`src/design/csu_pkg.sv`:
```
package csu_pkg;
  // register map, index on the plain register port
  localparam logic [5:0] CSU_PIN_FUNC0 = 6'h00;
  localparam logic [5:0] CSU_PIN_FUNC1 = 6'h01;
  localparam logic [5:0] CSU_DOUT      = 6'h02;
  localparam logic [5:0] CSU_STATUS    = 6'h03;
  localparam logic [5:0] CSU_BASE0     = 6'h10;
  localparam logic [5:0] CSU_OPT0      = 6'h20;
  localparam int         CSU_NSEL      = 12;

  // reset values
  localparam logic [15:0] CSU_BOOT_BASE_RST = 16'h0007;
  localparam logic [15:0] CSU_BASE_RST      = 16'h0000;
  localparam logic [15:0] CSU_BOOT_OPT_RST  = 16'h7B70;
  localparam logic [15:0] CSU_OPT_RST       = 16'h0000;
  localparam logic [6:0]  CSU_DOUT_RST      = 7'h7F;
  localparam logic [1:0]  CSU_FLD_RST       = 2'h3;

  // pin field encodings
  localparam logic [1:0] CSU_FN_DISCRETE = 2'h0;
  localparam logic [1:0] CSU_FN_DEFAULT  = 2'h1;
  localparam logic [1:0] CSU_FN_SEL8     = 2'h2;
  localparam logic [1:0] CSU_FN_SEL16    = 2'h3;

  // option field positions
  localparam int CSU_O_MODE  = 15;
  localparam int CSU_O_BYTE  = 13;
  localparam int CSU_O_RW    = 11;
  localparam int CSU_O_STRB  = 10;
  localparam int CSU_O_ACK   = 6;
  localparam int CSU_O_SPACE = 4;
  localparam int CSU_O_IPL   = 1;
  localparam int CSU_O_AVEC  = 0;

  // base field positions
  localparam int CSU_B_ADDR  = 3;
  localparam int CSU_B_BLKSZ = 0;

  localparam logic [3:0] CSU_ACK_FAST = 4'hE;
  localparam logic [3:0] CSU_ACK_EXT  = 4'hF;
  localparam logic [2:0] CSU_FC_CPU   = 3'h7;

  // e-clock half period in system clocks
  localparam int CSU_E_HALF = 4;

  typedef enum logic [2:0] {
    CSU_ACK_IDLE = 3'b001,
    CSU_ACK_WAIT = 3'b010,
    CSU_ACK_DONE = 3'b100
  } csu_ack_t;
endpackage

```
`src/design/csu_chip_select.sv`:
```
`timescale 1ns/10ps
//Function
//- twelve programmable selects, fast two-cycle access
//- block size 2K to 1M, all eight sizes usable
//- assertion follows address or data strobe
//- one shared size acknowledge generator
//- optional timing against e-clock output
//- all access attributes must match to assert
//- select outputs are active low
//- boot registers hold bootstrap defaults at reset
//- internal module hit keeps select deasserted
//- boot select asserts after reset, all modes
//- single-chip: pins 1 to 9 take default function
//- expanded: selects wait for programmed size
//- pin sharing of selects, discretes, e-clock
//- port data register holds discrete values
//- pin fields choose 8 or 16-bit port
//- overlapping blocks are accepted unchanged
//- option register holds eight assertion fields
//- pin function bits 15:14 read zero
//- one two-bit field per pin
//- field decode 00 dout 01 default 1x select
//- data line strap picks select or default
//- discrete pins 3 to 9 drive port data bits
module csu_chip_select
  import csu_pkg::*;
#(
  parameter int E_HALF = CSU_E_HALF
) (
  // clock and reset
  input  wire logic        mclk,
  input  wire logic        arst_n,
  // register port
  input  wire logic [5:0]  reg_addr,
  input  wire logic [15:0] reg_wdata,
  input  wire logic        reg_wr,
  input  wire logic        reg_rd,
  output logic      [15:0] reg_rdata,
  // core bus cycle
  input  wire logic        bus_as,
  input  wire logic        bus_ds,
  input  wire logic [23:0] bus_addr,
  input  wire logic        bus_read,
  input  wire logic [1:0]  bus_siz,
  input  wire logic [2:0]  bus_fc,
  input  wire logic        bus_internal_hit,
  // reset straps from pins
  input  wire logic        strap_single_chip,
  input  wire logic        strap_full_expanded,
  input  wire logic [7:0]  strap_data,
  // select pins
  output logic             boot_select_n,
  output logic [10:0]      pin_out,
  output logic [10:0]      pin_default,
  output logic             e_clock_out,
  // internal termination
  output logic [1:0]       size_acknowledge_n,
  output logic             avec_n
);

  logic [15:0] base_reg [CSU_NSEL];
  logic [15:0] opt_reg  [CSU_NSEL];
  logic [1:0]  fld_reg  [CSU_NSEL];
  logic [6:0]  discrete_out_data_reg;
  logic [9:0]  strap_s1_reg;
  logic [9:0]  strap_s2_reg;
  logic [1:0]  cfg_cnt_reg;
  logic        cfg_done_reg;
  logic [CSU_NSEL-1:0] hit;
  logic [CSU_NSEL-1:0] assert_now;
  logic [CSU_NSEL-1:0] sel_act_reg;
  logic [7:0]  e_cnt_reg;
  logic        e_clk_reg;
  csu_ack_t    ack_state_reg;
  logic [3:0]  ack_cnt_reg;
  logic        ack_wide_reg;
  logic        as_d_reg;

  function automatic logic [12:0] blk_mask(input logic [2:0] sz);
    logic [12:0] m;
    m = 13'h1FFF;
    case (sz)
      3'h0: m = 13'h1FFF;
      3'h1: m = 13'h1FFC;
      3'h2: m = 13'h1FF8;
      3'h3: m = 13'h1FE0;
      3'h4: m = 13'h1FC0;
      3'h5: m = 13'h1F80;
      3'h6: m = 13'h1F00;
      default: m = 13'h1E00;
    endcase
    return m;
  endfunction

  // strap line feeding the upper field bit of entries 1 to 11
  function automatic int strap_bit(input int i);
    int b;
    b = 0;
    if (i == 0) begin
      b = 0;
    end else if (i <= 3) begin
      b = 1;
    end else if (i <= 6) begin
      b = 2;
    end else begin
      b = i - 4;
    end
    return b;
  endfunction

  // straps come from pins, so two flops before use
  always_ff @(posedge mclk or negedge arst_n) begin
    if (!arst_n) begin
      strap_s1_reg <= 10'h3FF;
      strap_s2_reg <= 10'h3FF;
    end else begin
      strap_s1_reg <= {strap_single_chip, strap_full_expanded, strap_data};
      strap_s2_reg <= strap_s1_reg;
    end
  end

  always_ff @(posedge mclk or negedge arst_n) begin
    if (!arst_n) begin
      cfg_cnt_reg  <= 2'h0;
      cfg_done_reg <= 1'b0;
    end else if (!cfg_done_reg) begin
      cfg_cnt_reg  <= cfg_cnt_reg + 2'h1;
      cfg_done_reg <= (cfg_cnt_reg == 2'h2);
    end
  end

  // pin fields: strap load once after release, then software
  generate
    for (genvar i = 0; i < CSU_NSEL; i++) begin : g_fld
      // entries 0..6 live in function register 0, the rest in register 1
      localparam int         FPOS  = (i < 7) ? 2 * i : 2 * (i - 7);
      localparam logic [5:0] FADDR = (i < 7) ? CSU_PIN_FUNC0 : CSU_PIN_FUNC1;
      always_ff @(posedge mclk or negedge arst_n) begin
        if (!arst_n) begin
          fld_reg[i] <= CSU_FLD_RST;
        end else if (!cfg_done_reg && cfg_cnt_reg == 2'h2) begin
          if (strap_s2_reg[9] && i != 0 && i != 1 && i != 11) begin
            fld_reg[i] <= CSU_FN_DEFAULT;
          end else if (strap_s2_reg[8]) begin
            // boot keeps its select function, the strap only picks its port size
            fld_reg[i] <= (i == 0) ? {1'b1, strap_s2_reg[0]}
                                   : {strap_s2_reg[strap_bit(i)], 1'b1};
          end else begin
            fld_reg[i] <= CSU_FLD_RST;
          end
        end else if (reg_wr && reg_addr == FADDR) begin
          fld_reg[i] <= reg_wdata[FPOS+:2];
        end
      end

      // overlapping programming is stored as written
      always_ff @(posedge mclk or negedge arst_n) begin
        if (!arst_n) begin
          base_reg[i] <= (i == 0) ? CSU_BOOT_BASE_RST : CSU_BASE_RST;
          opt_reg[i]  <= (i == 0) ? CSU_BOOT_OPT_RST : CSU_OPT_RST;
        end else if (reg_wr && reg_addr == CSU_BASE0 + 6'(i)) begin
          base_reg[i] <= reg_wdata;
        end else if (reg_wr && reg_addr == CSU_OPT0 + 6'(i)) begin
          opt_reg[i] <= reg_wdata;
        end
      end

      // match logic, one copy per select
      logic [12:0] amask;
      logic        a_ok;
      logic        cpu_sp;
      logic        sp_ok;
      logic        rw_ok;
      logic        byte_ok;
      logic [1:0]  bsel;
      logic [1:0]  sp;
      logic [1:0]  rw;
      logic [2:0]  ipl;
      assign amask  = blk_mask(base_reg[i][CSU_B_BLKSZ+:3]);
      assign a_ok   = ((bus_addr[23:11] ^ base_reg[i][CSU_B_ADDR+:13]) & amask) == 13'h0000;
      assign cpu_sp = (bus_fc == CSU_FC_CPU);
      assign sp     = opt_reg[i][CSU_O_SPACE+:2];
      assign rw     = opt_reg[i][CSU_O_RW+:2];
      assign ipl    = opt_reg[i][CSU_O_IPL+:3];
      assign bsel   = opt_reg[i][CSU_O_BYTE+:2];
      always_comb begin
        sp_ok = 1'b0;
        case (sp)
          2'h0: sp_ok = cpu_sp && (ipl == 3'h0 || ipl == bus_addr[3:1]);
          2'h1: sp_ok = !cpu_sp && !bus_fc[2];
          2'h2: sp_ok = !cpu_sp && bus_fc[2];
          default: sp_ok = !cpu_sp;
        endcase
      end
      assign rw_ok = bus_read ? rw[0] : rw[1];
      // 8-bit port or non-select pin: any enabled byte lane matches
      always_comb begin
        byte_ok = 1'b0;
        if (bsel == 2'h0) begin
          byte_ok = 1'b0;
        end else if (fld_reg[i] != CSU_FN_SEL16) begin
          byte_ok = 1'b1;
        end else begin
          byte_ok = (bsel[0] && (bus_addr[0] || bus_siz != 2'h1))
                  || (bsel[1] && !bus_addr[0]);
        end
      end
      assign hit[i] = bus_as && !bus_internal_hit && sp_ok && rw_ok && byte_ok
                      && (cpu_sp || a_ok);
      assign assert_now[i] = hit[i] && fld_reg[i][1]
                      && (opt_reg[i][CSU_O_STRB] ? bus_ds : 1'b1)
                      && (opt_reg[i][CSU_O_MODE] ? e_clk_reg : 1'b1);
    end
  endgenerate

  always_ff @(posedge mclk or negedge arst_n) begin
    if (!arst_n) begin
      discrete_out_data_reg <= CSU_DOUT_RST;
    end else if (reg_wr && reg_addr == CSU_DOUT) begin
      discrete_out_data_reg <= reg_wdata[6:0];
    end
  end

  // e-clock divider
  always_ff @(posedge mclk or negedge arst_n) begin
    if (!arst_n) begin
      e_cnt_reg <= 8'h00;
      e_clk_reg <= 1'b0;
    end else if (e_cnt_reg == 8'(E_HALF - 1)) begin
      e_cnt_reg <= 8'h00;
      e_clk_reg <= !e_clk_reg;
    end else begin
      e_cnt_reg <= e_cnt_reg + 8'h01;
    end
  end

  always_ff @(posedge mclk or negedge arst_n) begin
    if (!arst_n) begin
      sel_act_reg <= '0;
    end else begin
      sel_act_reg <= assert_now;
    end
  end

  // boot entry resets enabled, so it fires right after reset
  always_ff @(posedge mclk or negedge arst_n) begin
    if (!arst_n) begin
      boot_select_n <= 1'b1;
    end else begin
      boot_select_n <= !assert_now[0];
    end
  end

  // pin multiplexer: select j+1 sits on pin j
  generate
    for (genvar j = 0; j < 11; j++) begin : g_pin
      always_ff @(posedge mclk or negedge arst_n) begin
        if (!arst_n) begin
          pin_out[j]     <= 1'b1;
          pin_default[j] <= 1'b0;
        end else begin
          pin_default[j] <= (fld_reg[j+1] == CSU_FN_DEFAULT) && j != 10;
          if (fld_reg[j+1][1]) begin
            pin_out[j] <= !assert_now[j+1];
          end else if (j == 10) begin
            pin_out[j] <= e_clk_reg;
          end else if (fld_reg[j+1] == CSU_FN_DISCRETE && j >= 3) begin
            pin_out[j] <= discrete_out_data_reg[(j >= 3) ? j - 3 : 0];
          end else begin
            pin_out[j] <= 1'b1;
          end
        end
      end
    end
  endgenerate

  always_ff @(posedge mclk or negedge arst_n) begin
    if (!arst_n) begin
      e_clock_out <= 1'b0;
    end else begin
      e_clock_out <= e_clk_reg;
    end
  end

  // shared acknowledge: lowest-index hit with internal ack wins;
  // equal wait counts are expected where selects overlap
  logic        ack_any;
  logic [3:0]  ack_pick;
  logic        ack_pick_wide;
  logic        avec_any;
  always_comb begin
    ack_any       = 1'b0;
    ack_pick      = 4'h0;
    ack_pick_wide = 1'b1;
    avec_any      = 1'b0;
    for (int k = CSU_NSEL - 1; k >= 0; k--) begin
      if (hit[k] && opt_reg[k][CSU_O_ACK+:4] != CSU_ACK_EXT) begin
        ack_any       = 1'b1;
        ack_pick      = opt_reg[k][CSU_O_ACK+:4];
        ack_pick_wide = (fld_reg[k] != CSU_FN_SEL8);
      end
      if (hit[k] && opt_reg[k][CSU_O_AVEC] && bus_fc == CSU_FC_CPU) begin
        avec_any = 1'b1;
      end
    end
  end

  always_ff @(posedge mclk or negedge arst_n) begin
    if (!arst_n) begin
      as_d_reg <= 1'b0;
    end else begin
      as_d_reg <= bus_as;
    end
  end

  always_ff @(posedge mclk or negedge arst_n) begin
    if (!arst_n) begin
      ack_state_reg <= CSU_ACK_IDLE;
      ack_cnt_reg   <= 4'h0;
      ack_wide_reg  <= 1'b1;
    end else begin
      case (ack_state_reg)
        CSU_ACK_IDLE: begin
          if (bus_as && !as_d_reg && ack_any) begin
            ack_wide_reg  <= ack_pick_wide;
            ack_cnt_reg   <= (ack_pick == CSU_ACK_FAST) ? 4'h0 : ack_pick;
            ack_state_reg <= (ack_pick == CSU_ACK_FAST || ack_pick == 4'h0)
                             ? CSU_ACK_DONE : CSU_ACK_WAIT;
          end
        end
        CSU_ACK_WAIT: begin
          if (!bus_as) begin
            ack_state_reg <= CSU_ACK_IDLE;
          end else if (ack_cnt_reg == 4'h1) begin
            ack_state_reg <= CSU_ACK_DONE;
          end
          ack_cnt_reg <= ack_cnt_reg - 4'h1;
        end
        CSU_ACK_DONE: begin
          if (!bus_as) begin
            ack_state_reg <= CSU_ACK_IDLE;
          end
        end
        default: ack_state_reg <= CSU_ACK_IDLE;
      endcase
    end
  end

  // acknowledge lines: 10 means 8-bit port, 01 means 16-bit port
  always_ff @(posedge mclk or negedge arst_n) begin
    if (!arst_n) begin
      size_acknowledge_n <= 2'h3;
      avec_n             <= 1'b1;
    end else begin
      if (ack_state_reg == CSU_ACK_DONE && bus_as) begin
        size_acknowledge_n <= ack_wide_reg ? 2'h1 : 2'h2;
      end else begin
        size_acknowledge_n <= 2'h3;
      end
      avec_n <= !avec_any;
    end
  end

  // read port, data one cycle after the strobe
  always_ff @(posedge mclk or negedge arst_n) begin
    if (!arst_n) begin
      reg_rdata <= 16'h0000;
    end else if (reg_rd) begin
      if (reg_addr == CSU_PIN_FUNC0) begin
        reg_rdata <= {2'h0, fld_reg[6], fld_reg[5], fld_reg[4], fld_reg[3],
                      fld_reg[2], fld_reg[1], fld_reg[0]};
      end else if (reg_addr == CSU_PIN_FUNC1) begin
        reg_rdata <= {6'h00, fld_reg[11], fld_reg[10], fld_reg[9], fld_reg[8],
                      fld_reg[7]};
      end else if (reg_addr == CSU_DOUT) begin
        reg_rdata <= {9'h000, discrete_out_data_reg};
      end else if (reg_addr == CSU_STATUS) begin
        reg_rdata <= {2'h0, e_clk_reg, ack_state_reg != CSU_ACK_IDLE, sel_act_reg};
      end else if (reg_addr >= CSU_BASE0 && reg_addr < CSU_BASE0 + 6'(CSU_NSEL)) begin
        reg_rdata <= base_reg[4'(reg_addr - CSU_BASE0)];
      end else if (reg_addr >= CSU_OPT0 && reg_addr < CSU_OPT0 + 6'(CSU_NSEL)) begin
        reg_rdata <= opt_reg[4'(reg_addr - CSU_OPT0)];
      end else begin
        reg_rdata <= 16'h0000;
      end
    end else begin
      reg_rdata <= 16'h0000;
    end
  end

endmodule

```
`config.mk`:
```
export PLATFORM = sky130hd
export DESIGN_NAME = csu_chip_select
export DESIGN_NICKNAME = d
export VERILOG_FILES = /design/src/design/csu_pkg.sv /design/src/design/csu_chip_select.sv
export SDC_FILE = /design/constraint.sdc
export NUM_CORES = 1
export LEC_CHECK = 0
export ABC_AREA = 1
export BUFFER_PORTS_ARGS = -buffer_cell sky130_fd_sc_hd__buf_4
export CAP_MARGIN = 20
export CORE_UTILIZATION = 45
export CTS_BUF_LIST = sky130_fd_sc_hd__clkbuf_2 sky130_fd_sc_hd__clkbuf_4 sky130_fd_sc_hd__clkbuf_8
export DETAILED_ROUTE_END_ITERATION = 10
export GPL_TIMING_DRIVEN = 0
export RECOVER_POWER = 50
export SYNTH_ARGS = -nofsm -noshare
export SYNTH_HDL_FRONTEND = slang
export SYNTH_SLANG_ARGS = --single-unit
```
`constraint.sdc`:
```
create_clock -name mclk -period 2.1 [get_ports mclk]
set_input_delay 0.42 -clock mclk [delete_from_list [all_inputs] [get_ports mclk]]
set_output_delay 0.42 -clock mclk [all_outputs]
set_load 0.01 [all_outputs]
```
Yosys cells after proc, flatten, opt, wreduce, memory -nomap -nowiden --
Index checks and enable logic that the tools add are counted.
Operators by class: equality and inequality tests 194, order comparisons 6, reduce and logical (&&, ||, !) cells 337, bitwise logic cells 38, $add $sub $neg 5, muxes and demuxes 214
Operators with widths (number):
- $pmux W9 S7 | 12
- $logic_and A1 B1 Y1 | 192
- $mux W16 | 11
- $and A13 B13 Y13 | 12
- $logic_not A13 Y1 | 12
- $xor A13 B13 Y13 | 12
- $bmux W16 S4 | 2
- $mux W1 | 116
- $eq A3 B3 Y1 const B | 38
- $mux W2 | 39
- $eq A3 B2 Y1 const B | 25
- $eq A6 B5 Y1 const B | 12
- $eq A6 B6 Y1 const B | 12
- $logic_not A3 Y1 | 24
- $logic_not A2 Y1 | 31
- $mux W4 | 14
- $ne A2 B2 Y1 const B | 26
- $ne A4 B4 Y1 const B | 12
- $eq A2 B1 Y1 const B | 22
- $eq A3 B1 Y1 const B | 13
- $logic_or A1 B1 Y1 | 38
- $eq A3 B3 Y1 | 12
- $pmux W1 S3 | 12
- $reduce_and A2 Y1 | 14
- other kinds (28) | 81
Word-level totals: output and inout port bits 43, bits in registers 510

Longest topological paths before layout --
Gate-level depths: netlist (run 1).
depth in word-level cells 26, gate-level depth with buffers 33, mapped depth without buffers 33

Least setup slack after synthesis (run 1) --
Ideal clock, no wire load.
path kind input to register, start input bus_addr[20], end register ack_cnt_reg[1], required time 1982 ps, buffers on the path 2, stages on the path 22, slack -361 ps, arrival 2343 ps, setup time 118 ps, cells stage by stage buf_6 buf_6 xor2_1 nor3_2 nand4_1 nor2_2 nand2_2 a21boi_4 nand2_4 nand2_2 inv_1 nand2_1 nand2_1 nand2_1 nand2_1 nand2_1 nand2_1 nand2_1 nand2_2 a21oi_2 nand3_2 a21o_1
Between the ends: longest elaborated chain between the ends 22, elaborated cells on any way between the ends 103, those cells by class 2 x eq/ne; 27 x mux; 24 x bitwise; 50 x reduce/logical
Ends and longest elaborated chain:
- start: declaration | RTL line csu_chip_select.sv:42 | input wire logic [23:0] bus_addr,
- $xor A13 B13 Y13 | RTL line csu_chip_select.sv:180 | assign a_ok = ((bus_addr[23:11] ^ base_reg[i][CSU_B_ADDR+:13]) & amask) == 13'h0000;
- $and A13 B13 Y13 | RTL line csu_chip_select.sv:180
- $logic_not A13 Y1 | RTL line csu_chip_select.sv:180
- $logic_or A1 B1 Y1 | RTL line csu_chip_select.sv:209 | && (cpu_sp || a_ok);
- $logic_and A1 B1 Y1 | RTL line csu_chip_select.sv:209
- $logic_and A1 B1 Y1 | RTL line csu_chip_select.sv:297 | if (hit[k] && opt_reg[k][CSU_O_ACK+:4] != CSU_ACK_EXT) begin
- $mux W4 (12 in a row) | RTL line csu_chip_select.sv:297
- $eq A4 B4 Y1 | RTL line csu_chip_select.sv:326 | ack_cnt_reg <= (ack_pick == CSU_ACK_FAST) ? 4'h0 : ack_pick;
- $mux W4 | RTL line csu_chip_select.sv:326
- $mux W4 | RTL line csu_chip_select.sv:324 | if (bus_as && !as_d_reg && ack_any) begin
- $pmux W4 S2 | RTL line csu_chip_select.sv:322 | case (ack_state_reg)
- end signal: assignment | RTL line csu_chip_select.sv:326
- end signal: assignment | RTL line csu_chip_select.sv:337 | ack_cnt_reg <= ack_cnt_reg - 4'h1;
- end: declaration | RTL line csu_chip_select.sv:75 | logic [3:0] ack_cnt_reg;
Several ways; a longest one is shown, not always the timed one. The select of a mux whose other input is x is not followed. A chain may end at the register's enable or synchronous reset.

Worst setup path in the final report (run 1) --
start register base_reg[1] (netlist bit), end register ack_state_reg[2]
Between the ends: longest elaborated chain between the ends 24, elaborated cells on any way between the ends 46, those cells by class 8 x eq/ne; 28 x mux; 1 x bitwise; 9 x reduce/logical
Ends and longest elaborated chain:
- start: declaration | RTL line csu_chip_select.sv:61 | logic [15:0] base_reg [CSU_NSEL];
- start signal: indexed assignment | RTL line csu_chip_select.sv:159 | base_reg[i] <= (i == 0) ? CSU_BOOT_BASE_RST : CSU_BASE_RST;
- start signal: indexed assignment | RTL line csu_chip_select.sv:162 | base_reg[i] <= reg_wdata;
- $eq A3 B3 Y1 (tied with other cells) | RTL line csu_chip_select.sv:82 | case (sz)
- $pmux W9 S7 (*) | RTL line csu_chip_select.sv:82
- $and A13 B13 Y13 (*) | RTL line csu_chip_select.sv:180
- $logic_not A13 Y1 (*) | RTL line csu_chip_select.sv:180
- $logic_or A1 B1 Y1 (*) | RTL line csu_chip_select.sv:209
- $logic_and A1 B1 Y1 (*) | RTL line csu_chip_select.sv:209
- $logic_and A1 B1 Y1 (*) | RTL line csu_chip_select.sv:297
- $mux W4 (12 in a row) | RTL line csu_chip_select.sv:297
- $eq A4 B4 Y1 or $logic_not A4 Y1 (tied branches) | RTL line csu_chip_select.sv:327 | ack_state_reg <= (ack_pick == CSU_ACK_FAST || ack_pick == 4'h0)
- $logic_or A1 B1 Y1 | RTL line csu_chip_select.sv:327
- $mux W3 | RTL line csu_chip_select.sv:328 | ? CSU_ACK_DONE : CSU_ACK_WAIT;
- $mux W3 | RTL line csu_chip_select.sv:324
- $pmux W3 S3 | RTL line csu_chip_select.sv:322
- end signal: assignment | RTL line csu_chip_select.sv:327
- end: declaration | RTL line csu_chip_select.sv:74 | csu_ack_t ack_state_reg;
Mark *: on every way between the ends. The rest lies on a longest branch, timed or not. The select of a mux whose other input is x is not followed.

==> flow_summary.yaml, run 1 <==
status:
  failed_checks: "negative setup slack"
  status: "complete, but fails checks"
final_layout:
  number_of_flip_flops_in_the_largest_register: 192
  synthToLayoutAreaGrowth_pct: 21.23
  finalNonFillerCells: 4374
  finish.net_count: 3606
  post_route_cells_drive_above_1_share: 0.1920
  finish.utilization: 0.5544
sta:
  max_freq_mhz: 344.3
  slew_at_the_pin_with_the_worst_max_slew_slack_ps: 1228
  timing_hold_violations_final: 0
  drv_slew: 0
  setup-violations-final: 224
  slew_headroom: 0.1813
  grt_setup_unrepaired: "true"
  layout_worst_path_cycle_share: 1.383
  hold_ws_ps: 106.8
  shortest_period_the_worst_path_allows_ps: 2904
  skew_ps: 40.95
  postLayoutSetupSlackWorst_ps: -804.4
yosys:
  synth.yosys.warnings: 0
  synth_enable_flop_cells: 0
  synth_flop_cell: "sky130_fd_sc_hd__dfrtp_1"
  netlist_area_sq_um: 26530
  synth_async_reset_ratio: 1.000
  syn-num-nets: 3285
  avgSynthCellArea_sq_um: 8.261
  yosys_register_bits: 510
  synth_cell_types: 73
  sequential_element_share_of_the_synthesized_area: 0.4847
  syn-instance-count: 3212
die:
  dieArea_sq_um: 59940
  die_h_microns: 244.8
  design.portCount: 112
  floorplan.core_area_sq_um: 58030
  floorplan.initialDensity: 0.4573
  die_width_microns: 244.8
  fp-row-count: 88
routing:
  routedWlPerCell_microns: 28.30
  totalWireLength_mm: 123.8
  vias_per_cell: 6.140
  drt-pass1-iter-count: 8
  routed_vias: 26860
  detail-route-antenna-nets: 0
  drt-initial-drc-count: 3932
  drc: 0
setup_path:
  crit-reg2reg-launch: "base_reg[1]"
  crit_type: "flip-flop to flip-flop"
  worstPathArrival_ps: 3510
  cp_cell_sequence: "buf_4 -> nor3_4 -> nand2_1 -> nand2_1 -> nor2_1 -> nand3_2 -> nand2_4 -> nand2_4 -> nor2_4 -> buf_4 -> nor4_4 -> nand4_1 -> buf_4 -> nand2_2 -> nand2_2 -> a31oi_1 -> nand2_1"
  end_of_the_worst_register_to_register_path: "ack_state_reg[2]"
  path_buf_inv: 3
  rr_worst_depth: 17
  timing.critical_path.from_type: "flip-flop"
  critical_path.max_stage_delay_ps: 460
  worst-path-max-fanout: 6
  critPathTopFamily: "simple AND/OR/NAND/NOR gates"
  worst-r2r-setup-slack_ps: -800
  critPathRequiredTime_ps: 2710
  cp-end-kind: "flip-flop"
  slowest_stage: "sky130_fd_sc_hd__dfrtp_2"
placed_design:
  finalWeightedCongestion: 1.091
  port-buffer-count: 99
  numPlacedInstances: 4087
  hpwl_mm: 90.38
  placement.setup.worst_slack_ps: -2272
global_routing:
  grt_first_pass_wirelength_mm: 174.3
  largest_net_degree_at_the_start_of_global_routing: 124
  antenna_found_initial: 6
  gr-total-overflow: 0
  number_of_global_route_vias_before_repair: 24840
  grt_util_all_layers: 0.4097
power_and_ir_drop:
  clock_power_share: 0.368
  p_switching_mw: 9.472
  total_leakage_power_nw: 14.49
  intPower_mw: 19.24
  ir_drop_mv: 0.6883
  cellPowerDensity_nw_per_um2: 892.5
  sw_frac_of_total: 0.3299
  power_frac_comb: 0.188
  pwr-share-seq: 0.443
min_path:
  min-delay-start: "reg_wr"
  hold_worst_path_end: "discrete_out_data_reg[0]"
  min-delay-path-class: "input pin to flip-flop"
  hold_crit_depth: 4
clocking:
  cts_num_sinks: 510
  max-clock-path-buffers: 3
  clock_latency_of_the_later_clocked_register_in_the_worst_skew_pair_ps: 740
  cts-root-buf: "sky130_fd_sc_hd__clkbuf_8"
  cts_htree_levels: 3
  inserted_clock_buffers: 91
  cts.clk_slew.worst_paths_ps: 60
  tritoncts: "built"
flow_run:
  max_cap_violations: 0
## cell usage after synthesis, drive strengths merged (2+ instances only)
master	n	area [sq um]
nand3	86	515.5
o211ai	8	60.06
o32ai	2	17.52
o22ai	125	782.0
a2111oi	2	17.52
o2111ai	9	85.08
o221ai	14	122.6
inv	252	960.9
or2	9	56.31
a22oi	18	135.1
nor3	24	135.1
nor4	16	112.6
a21boi	5	63.82
buf	34	261.5
a22o	6	52.55
a31oi	21	131.4
nand2	799	3079
nand3b	5	37.54
xnor2	112	988.4
o21bai	2	15.01
o22a	4	35.03
a211oi	8	60.06
a31o	2	17.52
o31ai	15	112.6
a221oi	20	175.2
nand4	51	325.3
o311ai	5	43.79
o21ai	551	2769
a21oi	80	441.7
dfrtp	430	10760
xor2	74	648.1
dfstp	80	2102
clkbuf	155	581.8
ha	4	50.05
nor2	169	680.7
clkinv	3	11.26
and3	2	12.51
## worst max path at each step
stage / from / end / slack [ps] / depth (start not counted)
after floorplan: bus_addr[20] / ack_cnt_reg[1] / -360 / 22
after global placement: arst_n / e_cnt_reg[6] / -4710 / 1
after detailed placement: reg_addr[0] / reg_rdata[2] / -2270 / 11
after CTS: base_reg[36] / ack_cnt_reg[1] / -660 / 29
after global routing: g_fld[11].ipl[0] / ack_state_reg[2] / -870 / 30
final: base_reg[1] / ack_state_reg[2] / -800 / 17
## layout by cell type (no fill, tap or decap), drive strengths merged, types with 80 or more instances in the layout
cell type	instances
a21oi	80
inv	259
dfrtp	430
o22ai	125
o21ai	551
nand2	799
clkbuf	334
dfstp	80
xnor2	112
nand3	86
buf	197
nor2	169
## power groups by stage
stage	registers (mW)	logic (mW)	clock network (mW)
final	12.7	5.40	10.6
after global routing	12.8	5.82	11.1
after CTS	12.6	5.16	10.6
after detailed placement	12.8	4.78	0
after global placement	12.8	4.62	0
after floorplan	12.3	2.90	0
## final cells by class
class | instances | area, sq um
Tap cell | 765 | 957.2
Fill cell | 5398 | 25860
Inverter | 255 | 985.9
Timing Repair Buffer | 229 | 1810
Clock buffer | 142 | 1767
Buffer | 188 | 1011
Clock inverter | 23 | 270.3
Multi-Input combinational cell | 2258 | 12490
Antenna cell | 4 | 10.01
Sequential cell | 510 | 12870
## worst reg2reg max path: cells and delay by family, from the launching register on
kind,cells,cell delay [ps]
AND/OR/NAND/NOR,13,1590
buffers and inverters,3,560
flip-flops,1,460
AO/OA/AOI/OAI,1,170
## routing by layer
metal  GRT usage  wire, microns  vias to the layer above
met5           0              7                        -
met4      0.2134           7589                        2
met3      0.1117          15530                      354
met2      0.5613          49200                     1884
met1      0.5859          51470                    13130
li1            -              -                    11490
## cells by family (layout without fill, tap and decap cells)
family          Yosys count  after routing  share of synthesized area
fa+ha+maj                 4              4                   0.001886
xor+xnor                186            186                    0.06168
other cells               1              5                  0.0001413
buf+inv                 444            837                    0.06842
flops                   510            510                     0.4847
compound gates          903            903                     0.1956
simple gates           1164           1164                     0.1875
## through the flow
stage	setup TNS (ps)	power, mW	instance area [sq um]
final	-29300	28.71	32170
after global routing	-71150	29.70	32160
after CTS	-5669	28.42	31910
after detailed placement	-450320	17.59	28500
after global placement	-2692390	17.41	28250
after floorplan	-2003	15.20	26550
## what timing repair did
| item | in CTS | in global routing |
|---|---|---|
| resized for setup | 220 | 110 |
| setup buffers | 71 | 23 |
| hold buffers | 28 | 0 |
| cloned | 0 | 1 |
| pin swaps | 50 | 44 |
| endpoints found under the hold margin | 93 | 0 |
| setup endpoints to repair | 342 | 102 |
No activity file was read; power rests on OpenSTA's default activity.
==> run 2: changes to the inputs <==
Settings changed: CORE_ASPECT_RATIO set to 1.25.
==> flow_summary.yaml, run 2 (synthesis gave the netlist of run 1 again) <==
status:
  status: "complete, but fails checks"
  failed_checks: "negative setup slack"
routing:
  routed.top_layer: "met5"
  detail_route.wirelength.met1_mm: 45.59
  met3WireLength_mm: 11.70
  drt-initial-drc-count: 3150
  detail-route-antenna-nets: 0
  routedWlPerCell_microns: 29.42
  routed_vias: 26430
  vias_per_cell: 6.116
  wl_met2_mm: 58.18
  drc: 0
  totalWireLength_mm: 127.1
  drt-pass1-iter-count: 8
placed_design:
  finalWeightedCongestion: 1.076
  port-buffer-count: 99
  hpwl_mm: 92.99
  placed_cell_area_sq_um: 28440
  numPlacedInstances: 4079
  placement.setup.worst_slack_ps: -2274
sta:
  shortest_period_the_worst_path_allows_ps: 2885
  postLayoutSetupSlackWorst_ps: -784.8
  max_freq_mhz: 346.6
  drv_slew: 0
  slew_headroom: 0.05820
  grt_setup_unrepaired: "true"
  fin_setup_tns_ps: -29600
  hold_ws_ps: 62.31
  setup-violations-final: 250
  layout_worst_path_cycle_share: 1.374
  skew_ps: 35.42
  slew_at_the_pin_with_the_worst_max_slew_slack_ps: 1413
  timing_hold_violations_final: 0
die:
  design.portCount: 112
  dieArea_sq_um: 59950
  floorplan.initialDensity: 0.4548
  fp-row-count: 99
  die_h_microns: 273.5
  floorplan.core_area_sq_um: 58340
  die_width_microns: 219.2
final_layout:
  synthToLayoutAreaGrowth_pct: 19.29
  finish.net_count: 3566
  number_of_flip_flops_in_the_largest_register: 192
  mostFrequentLayoutCell: "sky130_fd_sc_hd__nand2_1"
  most-common-layout-cells: "754 x sky130_fd_sc_hd__nand2_1, 503 x sky130_fd_sc_hd__o21ai_0, 422 x sky130_fd_sc_hd__dfrtp_1, 224 x sky130_fd_sc_hd__inv_1, 145 x sky130_fd_sc_hd__nor2_1"
  finish.utilization: 0.5425
  finalNonFillerCells: 4322
  layout.filler_cells: 5669
  post_route_cells_drive_above_1_share: 0.1802
  final_cell_area_sq_um: 31650
power_and_ir_drop:
  clock_power_share: 0.353
  pwr-share-seq: 0.457
  sw_frac_of_total: 0.3344
  p_total_mw: 27.87
  ir_drop_mv: 0.6242
  cellPowerDensity_nw_per_um2: 880.5
  power_frac_comb: 0.190
  intPower_mw: 18.55
  p_switching_mw: 9.319
  total_leakage_power_nw: 14.20
clocking:
  inserted_clock_buffers: 88
  tritoncts: "built"
  cts_htree_levels: 3
  clock_latency_of_the_later_clocked_register_in_the_worst_skew_pair_ps: 730
  cts.clk_slew.worst_paths_ps: 60
  cts_num_sinks: 510
  cts-root-buf: "sky130_fd_sc_hd__clkbuf_8"
  max-clock-path-buffers: 3
setup_path:
  crit-reg2reg-launch: "base_reg[45]"
  rr_worst_depth: 26
  critical_path.endpoint: "ack_cnt_reg[1]"
  worst-path-max-fanout: 4
  crit_type: "flip-flop to flip-flop"
  worst-r2r-setup-slack_ps: -780
  setup.worst_path.start: "base_reg[45]"
  end_of_the_worst_register_to_register_path: "ack_cnt_reg[1]"
  worstPathArrival_ps: 3470
  critPathRequiredTime_ps: 2690
  cp-end-kind: "flip-flop"
  timing.critical_path.from_type: "flip-flop"
global_routing:
  number_of_global_route_vias_before_repair: 25870
  largest_net_degree_at_the_start_of_global_routing: 125
  gr-total-overflow: 0
  grt_first_pass_wirelength_mm: 177.9
  grt_util_all_layers: 0.4244
  antenna_found_initial: 5
min_path:
  min-delay-start: "reg_wdata[5]"
  min-delay-path-class: "input pin to flip-flop"
flow_run:
  max_cap_violations: 0
==> run 2: worst min-delay path by stage <==
stage / slack [ps] / to / cells after the start
6_report: 60 / fld_reg[19] / 3
5_1_grt: 60 / fld_reg[19] / 3
4_1_cts: 30 / fld_reg[19] / 3
3_5_place_dp: 350 / strap_s2_reg[6] / 0
3_3_place_gp: 350 / strap_s2_reg[6] / 0
2_1_floorplan: 120 / ack_cnt_reg[0] / 0
==> run 2: final cells by class <==
class	instances	area [sq um]	share of cell area
Clock inverter	25	198.9	0.006285
Tap cell	757	947.2	0.02992
Multi-Input combinational cell	2258	12430	0.3928
Antenna cell	2	5.005	0.0001581
Inverter	255	977.2	0.03087
Timing Repair Buffer	193	1534	0.04846
Sequential cell	510	12870	0.4067
Buffer	187	1008	0.03186
Clock buffer	135	1677	0.05297
==> run 2: power groups by stage <==
stage / Combinational (mW) / Clock (mW) / Sequential [mW]
2_1_floorplan: 2.90 / 0 / 12.3
3_3_place_gp: 4.65 / 0 / 12.8
3_5_place_dp: 4.79 / 0 / 12.8
5_1_grt: 5.73 / 10.4 / 12.8
6_report: 5.30 / 9.84 / 12.7
4_1_cts: 5.13 / 9.92 / 12.7
==> run 2: layer usage <==
layer,vias to the layer above,track usage
met5,-,0
met4,2,0.3355
met3,488,0.08767
met2,1736,0.6746
met1,12790,0.4991
li1,11420,-
==> run 2: timing repair <==
action / CTS / global route
hold buffers: 28 / 0
endpoints found under the hold margin: 115 / 0
endpoints found under the setup margin: 376 / 129
pin swaps: 32 / 49
gates resized for setup: 204 / 102
setup buffers: 41 / 14
==> run 2: worst max-delay path, cell delays in order, from the launching register on <==
cell and delay (ps):
sky130_fd_sc_hd__dfrtp_2 450, sky130_fd_sc_hd__xnor2_2 160, sky130_fd_sc_hd__nand2_1 90, sky130_fd_sc_hd__nor2_2 120, sky130_fd_sc_hd__nand2_2 80, sky130_fd_sc_hd__nor2_2 100, sky130_fd_sc_hd__nand2_2 110, sky130_fd_sc_hd__nand2_4 140
sky130_fd_sc_hd__buf_6 110, sky130_fd_sc_hd__nand4_1 60, sky130_fd_sc_hd__nand2_1 70, sky130_fd_sc_hd__inv_1 40, sky130_fd_sc_hd__nand2_1 70, sky130_fd_sc_hd__nand2_1 60, sky130_fd_sc_hd__nand2_1 90, sky130_fd_sc_hd__nand2_1 80
sky130_fd_sc_hd__nand2_2 110, sky130_fd_sc_hd__nand2_2 60, sky130_fd_sc_hd__nand2_2 60, sky130_fd_sc_hd__nand2_2 60, sky130_fd_sc_hd__nand2_1 70, sky130_fd_sc_hd__nand2_1 50, sky130_fd_sc_hd__nand2_1 60, sky130_fd_sc_hd__nand2_1 60
sky130_fd_sc_hd__nand2_2 90, sky130_fd_sc_hd__nand3_2 110, sky130_fd_sc_hd__a21o_1 180
